File: src/piopd_regs.svh
`ifndef PIOPD_REGS_SVH
`define PIOPD_REGS_SVH

// Port addresses on the low address byte
`define PIOPD_PORT_IRQ_EN     8'h80
`define PIOPD_PORT_STATUS     8'h81
`define PIOPD_PORT_MOTOR_LO   8'h82
`define PIOPD_PORT_MOTOR_HI   8'h83

// Disk unit select window on the low address byte
`define PIOPD_DISK_SEL_FIRST  8'h70
`define PIOPD_DISK_SEL_LAST   8'h7F

// ROM window 4000H to 7FFFH: A15 low, A14 high
`define PIOPD_ROM_A15_VALUE   1'h0
`define PIOPD_ROM_A14_VALUE   1'h1

// Field positions
`define PIOPD_DISK_RESET_BIT  0
`define PIOPD_CARRIAGE_BIT    5

// Widths
`define PIOPD_MOTOR_WIDTH     8
`define PIOPD_STATUS_WIDTH    7

// Reset values, as seen from the host
`define PIOPD_MOTOR_RESET     8'h00
`define PIOPD_IRQ_EN_RESET    7'h00
`define PIOPD_DISK_RESET_RST  1'h0

`endif

File: src/piopd_pkg.sv
`default_nettype none

package piopd_pkg;

    typedef enum logic [2:0] {
        PIOPD_SEL_NONE,
        PIOPD_SEL_IRQ_EN,
        PIOPD_SEL_STATUS,
        PIOPD_SEL_MOTOR_LO,
        PIOPD_SEL_MOTOR_HI
    } piopd_port_sel_t;

    typedef enum logic [1:0] {
        PIOPD_CYC_IDLE,
        PIOPD_CYC_IO_READ,
        PIOPD_CYC_IO_WRITE
    } piopd_cycle_t;

endpackage : piopd_pkg

`default_nettype wire

File: src/piopd_top.sv
`include "piopd_regs.svh"

`default_nettype none

// Functional notes
// - Port 83H write drives upper motor outputs
// - Port 82H write drives lower motor outputs
// - Port logic and disk select need I/O request
// - Reset input clears flops, asserts disk reset
// - Interrupt is open-drain, floats during reset
// - Disk reset low until software writes D0
// - Disk select low for I/O 70H-7FH
// - ROM select on bank, MREQ, T, not U, window
// - Port 81H read returns seven status inputs
// - Status raises interrupt only when enabled
// - Carriage home switch is status bit 5
// - Low motor output energises its coil
// - Host view active high except disk reset
module piopd_top #(
    parameter int MOTOR_WIDTH = `PIOPD_MOTOR_WIDTH,
    parameter int STATUS_WIDTH = `PIOPD_STATUS_WIDTH
) (
    input wire logic clk,
    input wire logic rst,
    input wire logic reset_in,
    input wire logic iorq,
    input wire logic mreq,
    input wire logic m1,
    input wire logic rd_n,
    input wire logic wr_n,
    input wire logic [7:0] addr_lo,
    input wire logic addr_a14,
    input wire logic addr_a15,
    input wire logic [7:0] data_in,
    output logic [7:0] data_out,
    output logic data_oe,
    input wire logic bank_line_high,
    input wire logic rom_qualifier_t,
    input wire logic rom_qualifier_u,
    input wire logic [STATUS_WIDTH-1:0] status_inputs_n,
    output logic [MOTOR_WIDTH-1:0] motor_drive_hi_n,
    output logic [MOTOR_WIDTH-1:0] motor_drive_lo_n,
    output logic disk_unit_select_n,
    output logic rom_select_n,
    output logic disk_unit_reset_n,
    output logic irq_n_out,
    output logic irq_n_oe
);

    // Clear for every internal flip-flop
    logic clear_all;

    // Cycle qualification
    logic io_cycle;
    logic io_write;
    logic io_read;
    piopd_pkg::piopd_cycle_t cycle_kind;
    piopd_pkg::piopd_port_sel_t port_sel;

    // Decoded writes
    logic wr_irq_en;
    logic wr_status;
    logic wr_motor_lo;
    logic wr_motor_hi;

    // Latch contents, host polarity
    logic [MOTOR_WIDTH-1:0] motor_lo_q;
    logic [MOTOR_WIDTH-1:0] motor_hi_q;
    logic [STATUS_WIDTH-1:0] irq_en_q;

    // Status inputs converted to host polarity
    logic [STATUS_WIDTH-1:0] status_active;
    logic carriage_home;
    logic irq_pending;

    // Read path
    logic read_drive;
    logic [7:0] read_mux;

    // Select decode
    logic disk_sel_hit;
    logic rom_sel_hit;

    // Output registers
    logic [7:0] data_out_reg;
    logic data_oe_reg;
    logic [MOTOR_WIDTH-1:0] motor_hi_n_reg;
    logic [MOTOR_WIDTH-1:0] motor_lo_n_reg;
    logic disk_unit_select_n_reg;
    logic rom_select_n_reg;
    logic disk_unit_reset_n_reg;
    logic irq_n_out_reg;
    logic irq_n_oe_reg;

    function automatic piopd_pkg::piopd_port_sel_t decode_port(input logic [7:0] a);
        piopd_pkg::piopd_port_sel_t sel;
        sel = piopd_pkg::PIOPD_SEL_NONE;
        if (a == `PIOPD_PORT_IRQ_EN) begin
            sel = piopd_pkg::PIOPD_SEL_IRQ_EN;
        end else if (a == `PIOPD_PORT_STATUS) begin
            sel = piopd_pkg::PIOPD_SEL_STATUS;
        end else if (a == `PIOPD_PORT_MOTOR_LO) begin
            sel = piopd_pkg::PIOPD_SEL_MOTOR_LO;
        end else if (a == `PIOPD_PORT_MOTOR_HI) begin
            sel = piopd_pkg::PIOPD_SEL_MOTOR_HI;
        end
        return sel;
    endfunction : decode_port

    // Both resets act alike on the internal state
    assign clear_all = rst | reset_in;

    // Interrupt acknowledge (M1 with IORQ) is not a port cycle
    assign io_cycle = iorq & ~m1;
    assign io_write = io_cycle & ~wr_n;
    assign io_read = io_cycle & ~rd_n & wr_n;

    always_comb begin
        if (io_write) begin
            cycle_kind = piopd_pkg::PIOPD_CYC_IO_WRITE;
        end else if (io_read) begin
            cycle_kind = piopd_pkg::PIOPD_CYC_IO_READ;
        end else begin
            cycle_kind = piopd_pkg::PIOPD_CYC_IDLE;
        end
    end

    assign port_sel = decode_port(addr_lo);

    always_comb begin
        wr_irq_en = 1'b0;
        wr_status = 1'b0;
        wr_motor_lo = 1'b0;
        wr_motor_hi = 1'b0;
        if (cycle_kind == piopd_pkg::PIOPD_CYC_IO_WRITE) begin
            case (port_sel)
                piopd_pkg::PIOPD_SEL_IRQ_EN: begin
                    wr_irq_en = 1'b1;
                end
                piopd_pkg::PIOPD_SEL_STATUS: begin
                    wr_status = 1'b1;
                end
                piopd_pkg::PIOPD_SEL_MOTOR_LO: begin
                    wr_motor_lo = 1'b1;
                end
                piopd_pkg::PIOPD_SEL_MOTOR_HI: begin
                    wr_motor_hi = 1'b1;
                end
                default: begin
                    wr_irq_en = 1'b0;
                end
            endcase
        end
    end

    // Port latches keep the host's active-high view
    piopd_latch #(
        .WIDTH(MOTOR_WIDTH),
        .RESET_VALUE(MOTOR_WIDTH'(`PIOPD_MOTOR_RESET))
    ) u_motor_lo (
        .clk(clk),
        .clear(clear_all),
        .load(wr_motor_lo),
        .d(data_in[MOTOR_WIDTH-1:0]),
        .q(motor_lo_q)
    );

    piopd_latch #(
        .WIDTH(MOTOR_WIDTH),
        .RESET_VALUE(MOTOR_WIDTH'(`PIOPD_MOTOR_RESET))
    ) u_motor_hi (
        .clk(clk),
        .clear(clear_all),
        .load(wr_motor_hi),
        .d(data_in[MOTOR_WIDTH-1:0]),
        .q(motor_hi_q)
    );

    piopd_latch #(
        .WIDTH(STATUS_WIDTH),
        .RESET_VALUE(STATUS_WIDTH'(`PIOPD_IRQ_EN_RESET))
    ) u_irq_en (
        .clk(clk),
        .clear(clear_all),
        .load(wr_irq_en),
        .d(data_in[STATUS_WIDTH-1:0]),
        .q(irq_en_q)
    );

    // Motor pins are inverted latch bits: a set bit drives the coil
    always_ff @(posedge clk) begin
        if (clear_all) begin
            motor_hi_n_reg <= '1;
            motor_lo_n_reg <= '1;
        end else begin
            motor_hi_n_reg <= ~motor_hi_q;
            motor_lo_n_reg <= ~motor_lo_q;
        end
    end

    // Disk unit reset: forced low by reset, released only by software
    always_ff @(posedge clk) begin
        if (clear_all) begin
            disk_unit_reset_n_reg <= `PIOPD_DISK_RESET_RST;
        end else if (wr_status) begin
            disk_unit_reset_n_reg <= data_in[`PIOPD_DISK_RESET_BIT];
        end
    end

    // Status inputs as the host sees them
    assign status_active = ~status_inputs_n;
    assign carriage_home = status_active[`PIOPD_CARRIAGE_BIT];
    assign irq_pending = |(status_active & irq_en_q);

    // Read multiplexer; the enable latch is write-only
    always_comb begin
        read_drive = 1'b0;
        read_mux = 8'h00;
        if (cycle_kind == piopd_pkg::PIOPD_CYC_IO_READ) begin
            case (port_sel)
                piopd_pkg::PIOPD_SEL_STATUS: begin
                    read_drive = 1'b1;
                    read_mux = 8'(status_active);
                    read_mux[`PIOPD_CARRIAGE_BIT] = carriage_home;
                end
                piopd_pkg::PIOPD_SEL_MOTOR_LO: begin
                    read_drive = 1'b1;
                    read_mux = 8'(motor_lo_q);
                end
                piopd_pkg::PIOPD_SEL_MOTOR_HI: begin
                    read_drive = 1'b1;
                    read_mux = 8'(motor_hi_q);
                end
                default: begin
                    read_drive = 1'b0;
                end
            endcase
        end
    end

    always_ff @(posedge clk) begin
        if (clear_all) begin
            data_oe_reg <= 1'b0;
            data_out_reg <= 8'h00;
        end else begin
            data_oe_reg <= read_drive;
            data_out_reg <= read_mux;
        end
    end

    // Address decode for the external selects
    always_comb begin
        disk_sel_hit = 1'b0;
        if (!io_cycle) begin
            disk_sel_hit = 1'b0;
        end else if (addr_lo < `PIOPD_DISK_SEL_FIRST) begin
            disk_sel_hit = 1'b0;
        end else if (addr_lo > `PIOPD_DISK_SEL_LAST) begin
            disk_sel_hit = 1'b0;
        end else begin
            disk_sel_hit = 1'b1;
        end
    end

    always_comb begin
        rom_sel_hit = 1'b0;
        if (!(bank_line_high && mreq && rom_qualifier_t)) begin
            rom_sel_hit = 1'b0;
        end else if (rom_qualifier_u) begin
            rom_sel_hit = 1'b0;
        end else if (addr_a15 == `PIOPD_ROM_A15_VALUE && addr_a14 == `PIOPD_ROM_A14_VALUE) begin
            rom_sel_hit = 1'b1;
        end
    end

    always_ff @(posedge clk) begin
        if (clear_all) begin
            disk_unit_select_n_reg <= 1'b1;
        end else begin
            disk_unit_select_n_reg <= ~disk_sel_hit;
        end
    end

    always_ff @(posedge clk) begin
        if (clear_all) begin
            rom_select_n_reg <= 1'b1;
        end else begin
            rom_select_n_reg <= ~rom_sel_hit;
        end
    end

    // Open-drain interrupt: only ever pulls low, released during reset
    always_ff @(posedge clk) begin
        if (clear_all) begin
            irq_n_oe_reg <= 1'b0;
            irq_n_out_reg <= 1'b0;
        end else begin
            irq_n_oe_reg <= irq_pending;
            irq_n_out_reg <= 1'b0;
        end
    end

    assign data_out = data_out_reg;
    assign data_oe = data_oe_reg;
    assign motor_drive_hi_n = motor_hi_n_reg;
    assign motor_drive_lo_n = motor_lo_n_reg;
    assign disk_unit_select_n = disk_unit_select_n_reg;
    assign rom_select_n = rom_select_n_reg;
    assign disk_unit_reset_n = disk_unit_reset_n_reg;
    assign irq_n_out = irq_n_out_reg;
    assign irq_n_oe = irq_n_oe_reg;

endmodule : piopd_top

`default_nettype wire

File: src/piopd_latch.sv
`default_nettype none

module piopd_latch #(
    parameter int WIDTH = 8,
    parameter logic [WIDTH-1:0] RESET_VALUE = '0
) (
    input wire logic clk,
    input wire logic clear,
    input wire logic load,
    input wire logic [WIDTH-1:0] d,
    output logic [WIDTH-1:0] q
);

    logic [WIDTH-1:0] q_reg;

    always_ff @(posedge clk) begin
        if (clear) begin
            q_reg <= RESET_VALUE;
        end else if (load) begin
            q_reg <= d;
        end
    end

    assign q = q_reg;

endmodule : piopd_latch

`default_nettype wire

File: config.mk
export PLATFORM = sky130hd
export DESIGN_NAME = piopd_top
export DESIGN_NICKNAME = d
export VERILOG_FILES = /design/src/piopd_pkg.sv /design/src/piopd_top.sv /design/src/piopd_latch.sv
export VERILOG_INCLUDE_DIRS = /design/src /design/src/src
export SDC_FILE = /design/constraint.sdc
export NUM_CORES = 1
export LEC_CHECK = 0
export BUFFER_PORTS_ARGS = -buffer_cell sky130_fd_sc_hd__buf_2
export CORE_UTILIZATION = 44
export CTS_CLUSTER_SIZE = 16
export DETAILED_ROUTE_END_ITERATION = 10
export GPL_ROUTABILITY_DRIVEN = 1
export GPL_TIMING_DRIVEN = 0
export PLACE_DENSITY = 0.73
export REMOVE_ABC_BUFFERS = 1
export SYNTH_ARGS = -nofsm -noshare
export SYNTH_HDL_FRONTEND = slang
export SYNTH_HIERARCHICAL = 1
export SYNTH_SLANG_ARGS = --single-unit
File: constraint.sdc
create_clock -name clk -period 1.3 [get_ports clk]
set_input_delay 0.065 -clock clk [delete_from_list [all_inputs] [get_ports clk]]
set_output_delay 0.065 -clock clk [all_outputs]
set_load 0.02 [all_outputs]
* Word level (Yosys, flattened, before mapping) *
Index checks and enable logic that the tools add are counted.

operators by class
  bitwise logic cells = 16
  order comparisons = 2
  reductions and logical operators = 6
  muxes and demuxes = 22
  equal/unequal tests = 10

operator list
  operator              number
  $eq A8 B8 Y1 const B  4
  $pmux W8 S3           1
  $mux W1               16
  $not A8 Y8            2
  $mux W3               4
  $gt A8 B7 Y1 const B  1
  $lt A8 B7 Y1 const B  1
  $and A7 B7 Y7         1
  $not A1 Y1            7
  $not A7 Y7            1
  $reduce_or A7 Y1      1
  $eq A3 B2 Y1 const B  2
  $and A1 B1 Y1         4
  $eq A3 B1 Y1 const B  1
  $eq A3 B3 Y1 const B  1
  $logic_and A1 B1 Y1   3
  $reduce_or A3 Y1      1
  $eq A2 B1 Y1 const B  1
  $eq A2 B2 Y1 const B  1
  $mux W2               1
  $reduce_or A2 Y1      1
  $or A1 B1 Y1          1

storage, ports and cells
  register bits after elaboration = 52
  word-level logic and storage cells = 67

* Depth between registers and ports, before layout *
Gate-level depths: netlist (run 1).

  word-level depth = 9
  mapped depth = 7
  gate-level depth less buffers = 5

* By module *
Netlist (run 1), hierarchy kept.

modules (own cells, without submodules)
  module                        seq. area each (µm²)  cells each  area an instance (µm²)  instances
  piopd_top                     580.6                 118         1,182.4                 1
  piopd_latch (u_motor_hi ...)  160.2                 26          285.3                   2
  piopd_latch (u_irq_en)        140.1                 22          247.7                   1

* Worst setup path before layout (run 1) *
Ideal clock, no wire load.

  path type = in2reg
  start = in addr_lo[5]
  end = reg u_motor_hi.q_reg[0], in the netlist u_motor_hi/q[0]
  stages on the path = 7
  data required time = 1,176 ps
  arrival = 1,264 ps
  buffers on the path = 2
  path slack = -88 ps
  setup time = 124 ps
  cells stage by stage = nor4b_4 nand4b_2 buf_6 nor3_1 buf_6 mux2i_1 nor2_1

on the way
  cells in the longest elaborated chain, start to end = 8
  elaborated cells between the ends (all ways) = 11

RTL lines
  element                        line               text
  start, declared                piopd_top.sv:31    input wire logic [7:0] addr_lo,
  $eq A8 B8 Y1 (no source line)  -
  $mux W3                        piopd_top.sv:104   end else if (a == `PIOPD_PORT_MOTOR_HI) begin
  $mux W3                        piopd_top.sv:102   end else if (a == `PIOPD_PORT_MOTOR_LO) begin
  $mux W3                        piopd_top.sv:100   end else if (a == `PIOPD_PORT_STATUS) begin
  $mux W3 *                      piopd_top.sv:98    if (a == `PIOPD_PORT_IRQ_EN) begin
  $eq A3 B3 Y1 *                 piopd_top.sv:136   case (port_sel)
  $mux W1 *                      piopd_top.sv:136
  $mux W1 *                      piopd_top.sv:135   if (cycle_kind == piopd_pkg::PIOPD_CYC_IO_WRITE) begin
  via wr_motor_hi                piopd_top.sv:64    logic wr_motor_hi;
  end signal, assigned           piopd_latch.sv:18  q_reg <= RESET_VALUE;
  end signal, assigned           piopd_latch.sv:20  q_reg <= d;
  end, declared                  piopd_latch.sv:14  logic [WIDTH-1:0] q_reg;

Mark *: on every way through the listed nets, which the timed path passes. The rest lies on a longest branch.
A chain may end at the register's enable or synchronous reset.

* Final worst setup path (run 1) *
  start = in addr_lo[6]
  end = reg u_motor_lo.q_reg[3], in the netlist u_motor_lo/q[3]

on the way
  cells in the longest elaborated chain, start to end = 8
  elaborated cells between the ends (all ways) = 11

RTL lines
  element                        line               text
  $eq A8 B8 Y1 (no source line)  -
  $mux W3                        piopd_top.sv:104
  $mux W3                        piopd_top.sv:102
  $mux W3                        piopd_top.sv:100
  $mux W3 *                      piopd_top.sv:98
  $eq A3 B2 Y1 *                 piopd_top.sv:136
  $mux W1 *                      piopd_top.sv:136
  $mux W1 *                      piopd_top.sv:135
  via wr_motor_lo                piopd_top.sv:63    logic wr_motor_lo;
  end signal, assigned           piopd_latch.sv:18
  end signal, assigned           piopd_latch.sv:20
  end, declared                  piopd_latch.sv:14

Marked as above.

==> flow_summary.toml, run 1 <==
[timing]
tns_ns = 0
setup_violations = 0
final_max_slew_viol_count = 0
tightest_slew_ns = 0.720
fin_worst_skew_ns = 0.00914
fin_crit_sh_pct = 97.8
relSlewSlack_pct = 51.9
setup_ws_ns = 0.0282
hold_viol_final = 0
timing.fmax_mhz = 786
rsz0062_at_grt = "yes"
finalCriticalPeriod_ns = 1.27

[pwr]
cellLeakagePower_nw = 1.00
ir_drop_mv = 0.662
power.density_nw_per_um2 = 1030
swShare_pct = 22.8
combPwrFrac_pct = 7.3
p_seq_share_pct = 60.4
power_mw = 2.64
internal_power_mw = 2.04
p_sw_mw = 0.600
clkPwrFrac_pct = 32.4

[synthesis]
syn_area_um2 = 2000
ys_ff_latch = 52
ys.flop_type = "dfxtp_1"
ys_seq_area_share_pct = 52.0
syn_inst = 192
synth_top_area_cell = "dfxtp_1"
synth_top_area_share_pct = 52.0
synth_area_leaders = "dfxtp_1 52%, mux2i_1 13%, nor2_1 5.1%"
ys_async_sr_fraction_pct = 0
synth_most_common_cell = "dfxtp_1"
ys_warn_count = 6
synth_cell_type_count = 35
synth-edff-count = 0
synth_area_per_cell_um2 = 10.4
synth_common_cells = "52 x dfxtp_1, 27 x nor2_1, 25 x mux2i_1, 25 x nand2_1, 8 x inv_1"

[worst_setup_path]
crit_required_ns = 1.46
cp_max_fo = 5
cp-start-kind = "input port"
crit_slowest_cell = "nor4b_4"
cp_top_family = "simple AND/OR/NAND/NOR gates"
cp.arrival_ns = 1.43
cp_num_buf_inv = 2
crit_chain = "buf_6 -> nor4b_4 -> nand4b_4 -> nor3b_4 -> buf_4 -> mux2i_1 -> nor2_1"
endpoint_kind = "register"
crit_type = "in2reg"
max_stage_delay_ns = 0.34

[run_status]
status = "finished clean"

[clock_tree]
root_buffer = "clkbuf_8"
cts_sinks = 52
htreeDepth = 2
tritoncts = "built"
clkLatencyLatePin_ns = 0.30
cts_inserted_buffers = 5
clk_pin_slew_ns = 0.09
clockBufferDepth = 2

[global_route]
track_usage_pct = 18.6
first_global_vias = 1510
overflow = 0
antenna_found_initial = 0
grt_pass1_wl_um = 7040
grt_max_degree = 25

[floorplanning]
placementRows = 24
die_x_um = 69.4
io_pins = 66
core_area_um2 = 4350
initial_core_util_pct = 45.9
die_area_um2 = 4820
fp.dieH_um = 69.4

[finish]
drive_gt1_share_pct = 36.2
fill_cells = 400
syn2layout_area_growth_pct = 27.6
nNetsFinal = 301
diodes = 0
stdcell_count = 317
fin_area_um2 = 2550

[placement]
dpl.hpwl_um = 2750
dp_worst_setup_slack_ns = -1.08
port_buffers = 64
dp_cells = 295
placed_cell_area_um2 = 2300
gp_congestion = 0.759

[route]
avgRoutedWirePerCell_um = 13.9
drt_iter0_markers = 94
vias = 1558
first_pass_iters = 4
vias_per_cell = 4.91
ant_nets = 0
wirelength_um = 4410
post-route-drc-count = 0

[flow_run]
maxCapViolCount = 0

[min_path]
hold_class = "in2reg"
## path summary, 6_finish.rpt
path,start,endpoint,slack (ns),depth (start not counted)
max,addr_lo[6],u_motor_lo/q[3],0.03,7
min,data_in[7],u_motor_hi/q[7],0.03,3
max reg2reg,u_motor_hi/q[1],data_out[1],0.37,3
min reg2reg,u_motor_hi/q[4],motor_drive_hi_n[4],0.39,1
## repair_timing
item / 4_1_cts / 5_1_grt
buffers inserted: 8 / 2
gates cloned: 0 / 1
hold endpoints to repair: 2 / 0
setup endpoints to repair: 33 / 22
gates resized for setup: 7 / 5
hold buffers: 4 / 0
pin swaps: 4 / 5
## worst min-delay path: stages
cell and delay [ns]:
buf_2 0.09, mux2i_1 0.07, nor2_1 0.07
## through the flow
stage / hold WS (ns) / utilization, %
finish: 0.0257 / 58.6
global route: 0.0313 / 58.6
CTS: 0.0176 / 57.8
detailed placement: 0.260 / 52.8
global placement: 0.261 / 52.6
floorplan: 0.152 / -
## power groups by stage
stage | Combinational, mW | Sequential (mW) | Clock, mW
global placement | 0.160 | 1.63 | 0
global route | 0.209 | 1.59 | 0.967
detailed placement | 0.163 | 1.63 | 0
finish | 0.191 | 1.59 | 0.853
floorplan | 0.0610 | 1.63 | 0
CTS | 0.180 | 1.59 | 0.877
## cell type report
| class | instances | area (um^2) | share of cell area (%) |
|---|---|---|---|
| tap | 52 | 65.1 | 2.55 |
| multi-input combinational | 120 | 890 | 34.8 |
| timing repair buffer | 78 | 450 | 17.6 |
| inverter | 8 | 30.0 | 1.18 |
| clock buffer | 6 | 72.6 | 2.84 |
| clock inverter | 1 | 5.00 | 0.196 |
| sequential | 52 | 1040 | 40.8 |
## cell families after synthesis
| kind of cell | after synthesis | share of synthesized area [%] |
|---|---|---|
| AOI/OAI and AO/OA | 18 | 8.82 |
| and+or+nand+nor | 75 | 20.1 |
| other | 1 | 0.187 |
| buffers and inverters | 21 | 6.32 |
| muxes | 25 | 12.5 |
| DFF | 52 | 52.0 |
## layer usage
layer / vias up / track usage, % / wire length, um
li1: 788 / - / -
met1: 705 / 22.4 / 2010
met2: 57 / 30.9 / 2080
met3: 8 / 5.23 / 247
met4: 0 / 8.62 / 82
met5: - / 0 / 0
## placed cells by master, fill, tap and decap left out, types with 2 or more instances in the layout
cell type      instances
buf_2                 61
dfxtp_1               52
nor2_1                26
nand2_1               25
mux2i_1               25
buf_4                 10
inv_1                  8
nand2b_1               7
o211ai_1               5
a211oi_2               5
clkbuf_8               5
dlygate4sd3_1          4
nand4b_1               3
buf_6                  2
Note: power is estimated with default switching activity, not from simulation.
==> run 2: changes to the inputs <==
--- a/config.mk
+++ b/config.mk
@@ -12,7 +12,7 @@
 export DETAILED_ROUTE_END_ITERATION = 10
 export GPL_ROUTABILITY_DRIVEN = 1
 export GPL_TIMING_DRIVEN = 0
-export PLACE_DENSITY = 0.73
+export PLACE_DENSITY = 0.76
 export REMOVE_ABC_BUFFERS = 1
 export SYNTH_ARGS = -nofsm -noshare
 export SYNTH_HDL_FRONTEND = slang
==> run 2 against run 1 <==
The run now ends with design-rule violations, negative hold slack left. Count of clock-buffer cells in the layout is 2 higher. Global-route usage is 0.57 points lower. Routed wire length is 4.4% lower. Critical path depth stayed put. Via count hardly changed. Clock skew is 0.0030 ns lower. Sequential share of layout area is 0.16 points higher. Total power is 2.5% higher. Cell count is 0.32% lower. Maximum frequency is 2.7% higher. Sequential power hardly changed. Critical path type unchanged. Critical endpoint is now u_motor_lo/q[0].
==> flow_summary.toml, run 2 (synthesis results as in run 1) <==
[route]
ant_nets = 0
vias_per_cell = 4.93
avgRoutedWirePerCell_um = 13.3
first_pass_iters = 7
post-route-drc-count = 1
drt_iter0_markers = 62
wirelength_um = 4220
vias = 1557

[finish]
nNetsFinal = 299
drive_gt1_share_pct = 36.0
fill_cells = 377
layout_common_cells = "62 x buf_2, 52 x dfxtp_1, 26 x nor2_1"
diodes = 0
syn2layout_area_growth_pct = 27.1
layout_commonest_cell = "buf_2"

[min_path]
hold_class = "in2reg"

[run_status]
violations = "design-rule violations, negative hold slack"
status = "complete, but fails checks"

[global_route]
grt_max_degree = 25
grt_pass1_wl_um = 6760
track_usage_pct = 18.1
antenna_found_initial = 0
overflow = 0
first_global_vias = 1480

[worst_setup_path]
max_stage_delay_ns = 0.32
crit_chain = "buf_2 -> nor4b_4 -> nand4b_4 -> nor3b_4 -> buf_4 -> mux2i_1 -> nor2_1"
r2r_setup_slack_ns = 0.35
crit_type = "in2reg"
cp-start-kind = "input port"
endpoint_kind = "register"
crit_required_ns = 1.46
crit_slowest_cell = "nor4b_4"
cp.arrival_ns = 1.40
cp_max_fo = 6

[clock_tree]
cts_sinks = 52
tritoncts = "built"
root_buffer = "clkbuf_8"
clk_pin_slew_ns = 0.09
clockBufferDepth = 2
htreeDepth = 2
cts_inserted_buffers = 5
clkLatencyLatePin_ns = 0.30

[timing]
finalCriticalPeriod_ns = 1.24
fin_crit_sh_pct = 95.3
fin_worst_skew_ns = 0.00610
holdWs_ns = -0.00714
final_max_slew_viol_count = 0
rsz0062_at_grt = "yes"
timing.fmax_mhz = 808
tightest_slew_ns = 0.730
setup_violations = 0
relSlewSlack_pct = 51.3
setup_ws_ns = 0.0617
hold_viol_final = 1

[placement]
dp_worst_setup_slack_ns = -1.09
gp_congestion = 0.754
port_buffers = 64
dpl.hpwl_um = 2720

[floorplanning]
placementRows = 24
core_area_um2 = 4350
die_x_um = 69.4
initial_core_util_pct = 45.9
io_pins = 66
fp.dieH_um = 69.4
die_area_um2 = 4820

[flow_run]
maxCapViolCount = 0

[pwr]
ir_drop_mv = 0.539
power_mw = 2.70
power.density_nw_per_um2 = 1060
cellLeakagePower_nw = 1.00
[run 2: cell count changes in the layout (fill, tap and decap cells not counted)]
| cell | change |
|---|---|
| buf_2 | +1 |
| nor2_2 | -1 |
| dlygate4sd3_1 | -1 |
| buf_6 | -1 |
| clkbuf_8 | +1 |
| clkinv_2 | -1 |
| clkbuf_1 | +1 |
[run 2: final timing paths]
kind | start | to | cells after the start
max | addr_lo[4] | u_motor_lo/q[0] | 7
min | iorq | disk_unit_select_n | 2
max reg2reg | u_motor_hi/q[1] | data_out[1] | 3
min reg2reg | u_motor_hi/q[2] | motor_drive_hi_n[2] | 1
[run 2: cell type report]
cell class | count | area (um^2) | area share (%)
Timing Repair Buffer | 77 | 434 | 17.1
Tap cell | 52 | 65.1 | 2.56
Inverter | 8 | 30.0 | 1.18
Clock buffer | 8 | 90.1 | 3.54
Multi-Input combinational cell | 119 | 883 | 34.7
Sequential cell | 52 | 1040 | 40.9
[run 2: power by group]
| group | total [mW] | switching [mW] | internal (mW) |
|---|---|---|---|
| Clock | 0.927 | 0.492 | 0.435 |
| Sequential | 1.59 | 0.000107 | 1.59 |
| Combinational | 0.182 | 0.108 | 0.0743 |
| Total | 2.70 | 0.600 | 2.10 |
[run 2: stage by stage]
stage,cell area [um^2],TNS [ns],cells,utilization [%]
after floorplan,1900,-15.72,179,-
after global placement,2290,-45.91,295,52.6
after detailed placement,2300,-28.48,295,52.8
after CTS,2530,0,315,58.1
after global routing,2540,-0.0134,316,58.4
final,2540,0,316,58.4
[run 2: layer usage]
metal	share of wire, %	vias to the layer above	global-route usage [%]
li1	-	787	-
met1	45	715	20.4
met2	48	48	32.3
met3	5.6	7	5.23
met4	1.5	0	6.35
met5	0	-	0
[run 2: timing repair]
| item | in CTS | in global routing |
|---|---|---|
| setup endpoints to repair | 32 | 18 |
| hold buffers | 4 | 0 |
| pin swaps | 4 | 4 |
| setup buffers | 8 | 2 |
| hold endpoints to repair | 2 | 0 |
| resized for setup | 7 | 3 |
[run 2: critical path, delay by kind of cell]
kind                   cells  cell delay [ns]
and+or+nand+nor            4             0.83
muxes                      1             0.19
buffers and inverters      2             0.31
==> run 3: changes to the inputs <==
--- a/config.mk
+++ b/config.mk
@@ -12,6 +12,7 @@
 export DETAILED_ROUTE_END_ITERATION = 10
 export GPL_ROUTABILITY_DRIVEN = 1
 export GPL_TIMING_DRIVEN = 0
+export MAX_ROUTING_LAYER = met4
 export PLACE_DENSITY = 0.76
 export REMOVE_ABC_BUFFERS = 1
 export SYNTH_ARGS = -nofsm -noshare
==> run 3 against run 2 <==
The flow still finishes with violations (design-rule violations, negative hold slack). Sequential power is essentially flat. Clock skew is essentially flat. Sequential share of layout area unchanged. Via count is 0.13% higher. Critical path type unchanged. Highest routed layer unchanged.
==> flow_summary.toml, run 3 (synthesis results as in run 1) <==
[clock_tree]
clk_pin_slew_ns = 0.09
tritoncts = "built"
cts_inserted_buffers = 5
cts_sinks = 52
htreeDepth = 2
root_buffer = "clkbuf_8"
clockBufferDepth = 2
clkLatencyLatePin_ns = 0.30

[worst_setup_path]
crit_type = "in2reg"
r2r_setup_slack_ns = 0.34
crit_chain = "buf_2 -> nor4b_4 -> nand4b_4 -> nor3b_4 -> buf_4 -> mux2i_1 -> nor2_1"
max_stage_delay_ns = 0.32
rr_endpoint = "data_out[1]"
ff2ff_path_depth = 3
cp-start-kind = "input port"
crit_start = "addr_lo[4]"
rr_startpoint = "u_motor_hi/q[1]"
cp_max_fo = 6
cp_num_buf_inv = 2
cp_top_family = "simple AND/OR/NAND/NOR gates"
crit_slowest_cell = "nor4b_4"
crit_end = "u_motor_lo/q[0]"
cp.arrival_ns = 1.41
crit_required_ns = 1.46
endpoint_kind = "register"
critical_path_cell_count = 7

[run_status]
violations = "design-rule violations, negative hold slack"
status = "complete, but fails checks"

[finish]
nNetsFinal = 299
fill_cells = 377
layout_common_cells = "62 x buf_2, 52 x dfxtp_1, 26 x nor2_1"
regArea_um2 = 1040
drive_gt1_share_pct = 36.0
layout_commonest_cell = "buf_2"
diodes = 0
multiInputGateArea_um2 = 883
syn2layout_area_growth_pct = 27.1
fin_area_um2 = 2540

[floorplanning]
initial_core_util_pct = 45.9
io_pins = 66
die_x_um = 69.4
placementRows = 24
fp.dieH_um = 69.4
core_area_um2 = 4350
die_area_um2 = 4820

[timing]
relSlewSlack_pct = 51.6
tightest_slew_ns = 0.725
hold_viol_final = 1
finalCriticalPeriod_ns = 1.24
holdWs_ns = -0.00804
fin_worst_skew_ns = 0.00624
timing.fmax_mhz = 805
tns_ns = 0
setup_violations = 0
rsz0062_at_grt = "yes"
fin_crit_sh_pct = 95.5
final_max_slew_viol_count = 0

[global_route]
grt_pass1_wl_um = 6780
first_global_vias = 1477
grt_max_degree = 25
overflow = 0
antenna_found_initial = 0
track_usage_pct = 18.6

[placement]
placed_cell_area_um2 = 2300
port_buffers = 64
gp_congestion = 0.764
dpl.hpwl_um = 2720

[flow_run]
maxCapViolCount = 0

[min_path]
hold_class = "in2reg"

[pwr]
cellLeakagePower_nw = 1.00
power.density_nw_per_um2 = 1060
ir_drop_mv = 0.548

[route]
vias_per_cell = 4.93
vias = 1559
first_pass_iters = 7
drt_iter0_markers = 69
wirelength_um = 4230
avgRoutedWirePerCell_um = 13.4
post-route-drc-count = 1
ant_nets = 0
-- run 3: cell counts in the layout (fill, tap and decap cells not counted) --
Identical to the previous run, type by type.
-- run 3: cell type report --
type,instances,area share (%)
timing repair buffer,77,17.1
inverter,8,1.18
tap,52,2.56
multi-input combinational,119,34.7
clock buffer,8,3.54
sequential,52,40.9
-- run 3: worst min-delay path by stage --
stage	slack (ns)	cells past startpoint	from	end
3_3_place_gp	0.26	2	rom_qualifier_u	rom_select_n
4_1_cts	0.006	3	data_in[7]	u_motor_lo/q[7]
5_1_grt	0.02	3	data_in[7]	u_motor_hi/q[7]
3_5_place_dp	0.27	2	rom_qualifier_u	rom_select_n
2_1_floorplan	0.15	1	iorq	disk_unit_select_n
6_report	-0.008	2	iorq	disk_unit_select_n
-- run 3: stage by stage --
stage | hold slack, ns | power [mW] | worst slack [ns] | instances | utilization, %
floorplan | 0.152 | 1.69 | -0.794 | 179 | -
global placement | 0.260 | 1.79 | -1.54 | 295 | 52.6
detailed placement | 0.266 | 1.79 | -1.09 | 295 | 52.8
CTS | 0.00650 | 2.74 | 0.0225 | 315 | 58.1
global route | 0.0167 | 2.83 | -0.0114 | 316 | 58.4
finish | -0.00804 | 2.71 | 0.0579 | 316 | 58.4
-- run 3: routing by layer --
metal	wire (um)	track usage, %	up-vias
li1	-	-	787
met1	1940	20.5	718
met2	2010	32.3	46
met3	225	5.23	8
met4	64	6.35	0
met5	0	-	-
-- run 3: repair_timing --
item,CTS,global route
hold buffers,4,0
gates resized for setup,7,3
pin swaps,4,4
cloned,0,0
endpoints found under the hold margin,2,0
buffers inserted,8,2
setup endpoints to repair,32,18
-- run 3: worst reg2reg max path, cell delays in order, from the launching register on --
cell      delay (ns)
dfxtp_1         0.36
and2_1          0.12
o21ai_0         0.10
a211oi_2        0.28
-- run 3: where the power goes --
| part | switching [mW] | leakage (nW) | internal, mW | total [mW] |
|---|---|---|---|---|
| Clock | 0.500 | 0.0455 | 0.435 | 0.935 |
| Sequential | 0.000108 | 0.419 | 1.59 | 1.59 |
| Combinational | 0.108 | 0.537 | 0.0743 | 0.182 |
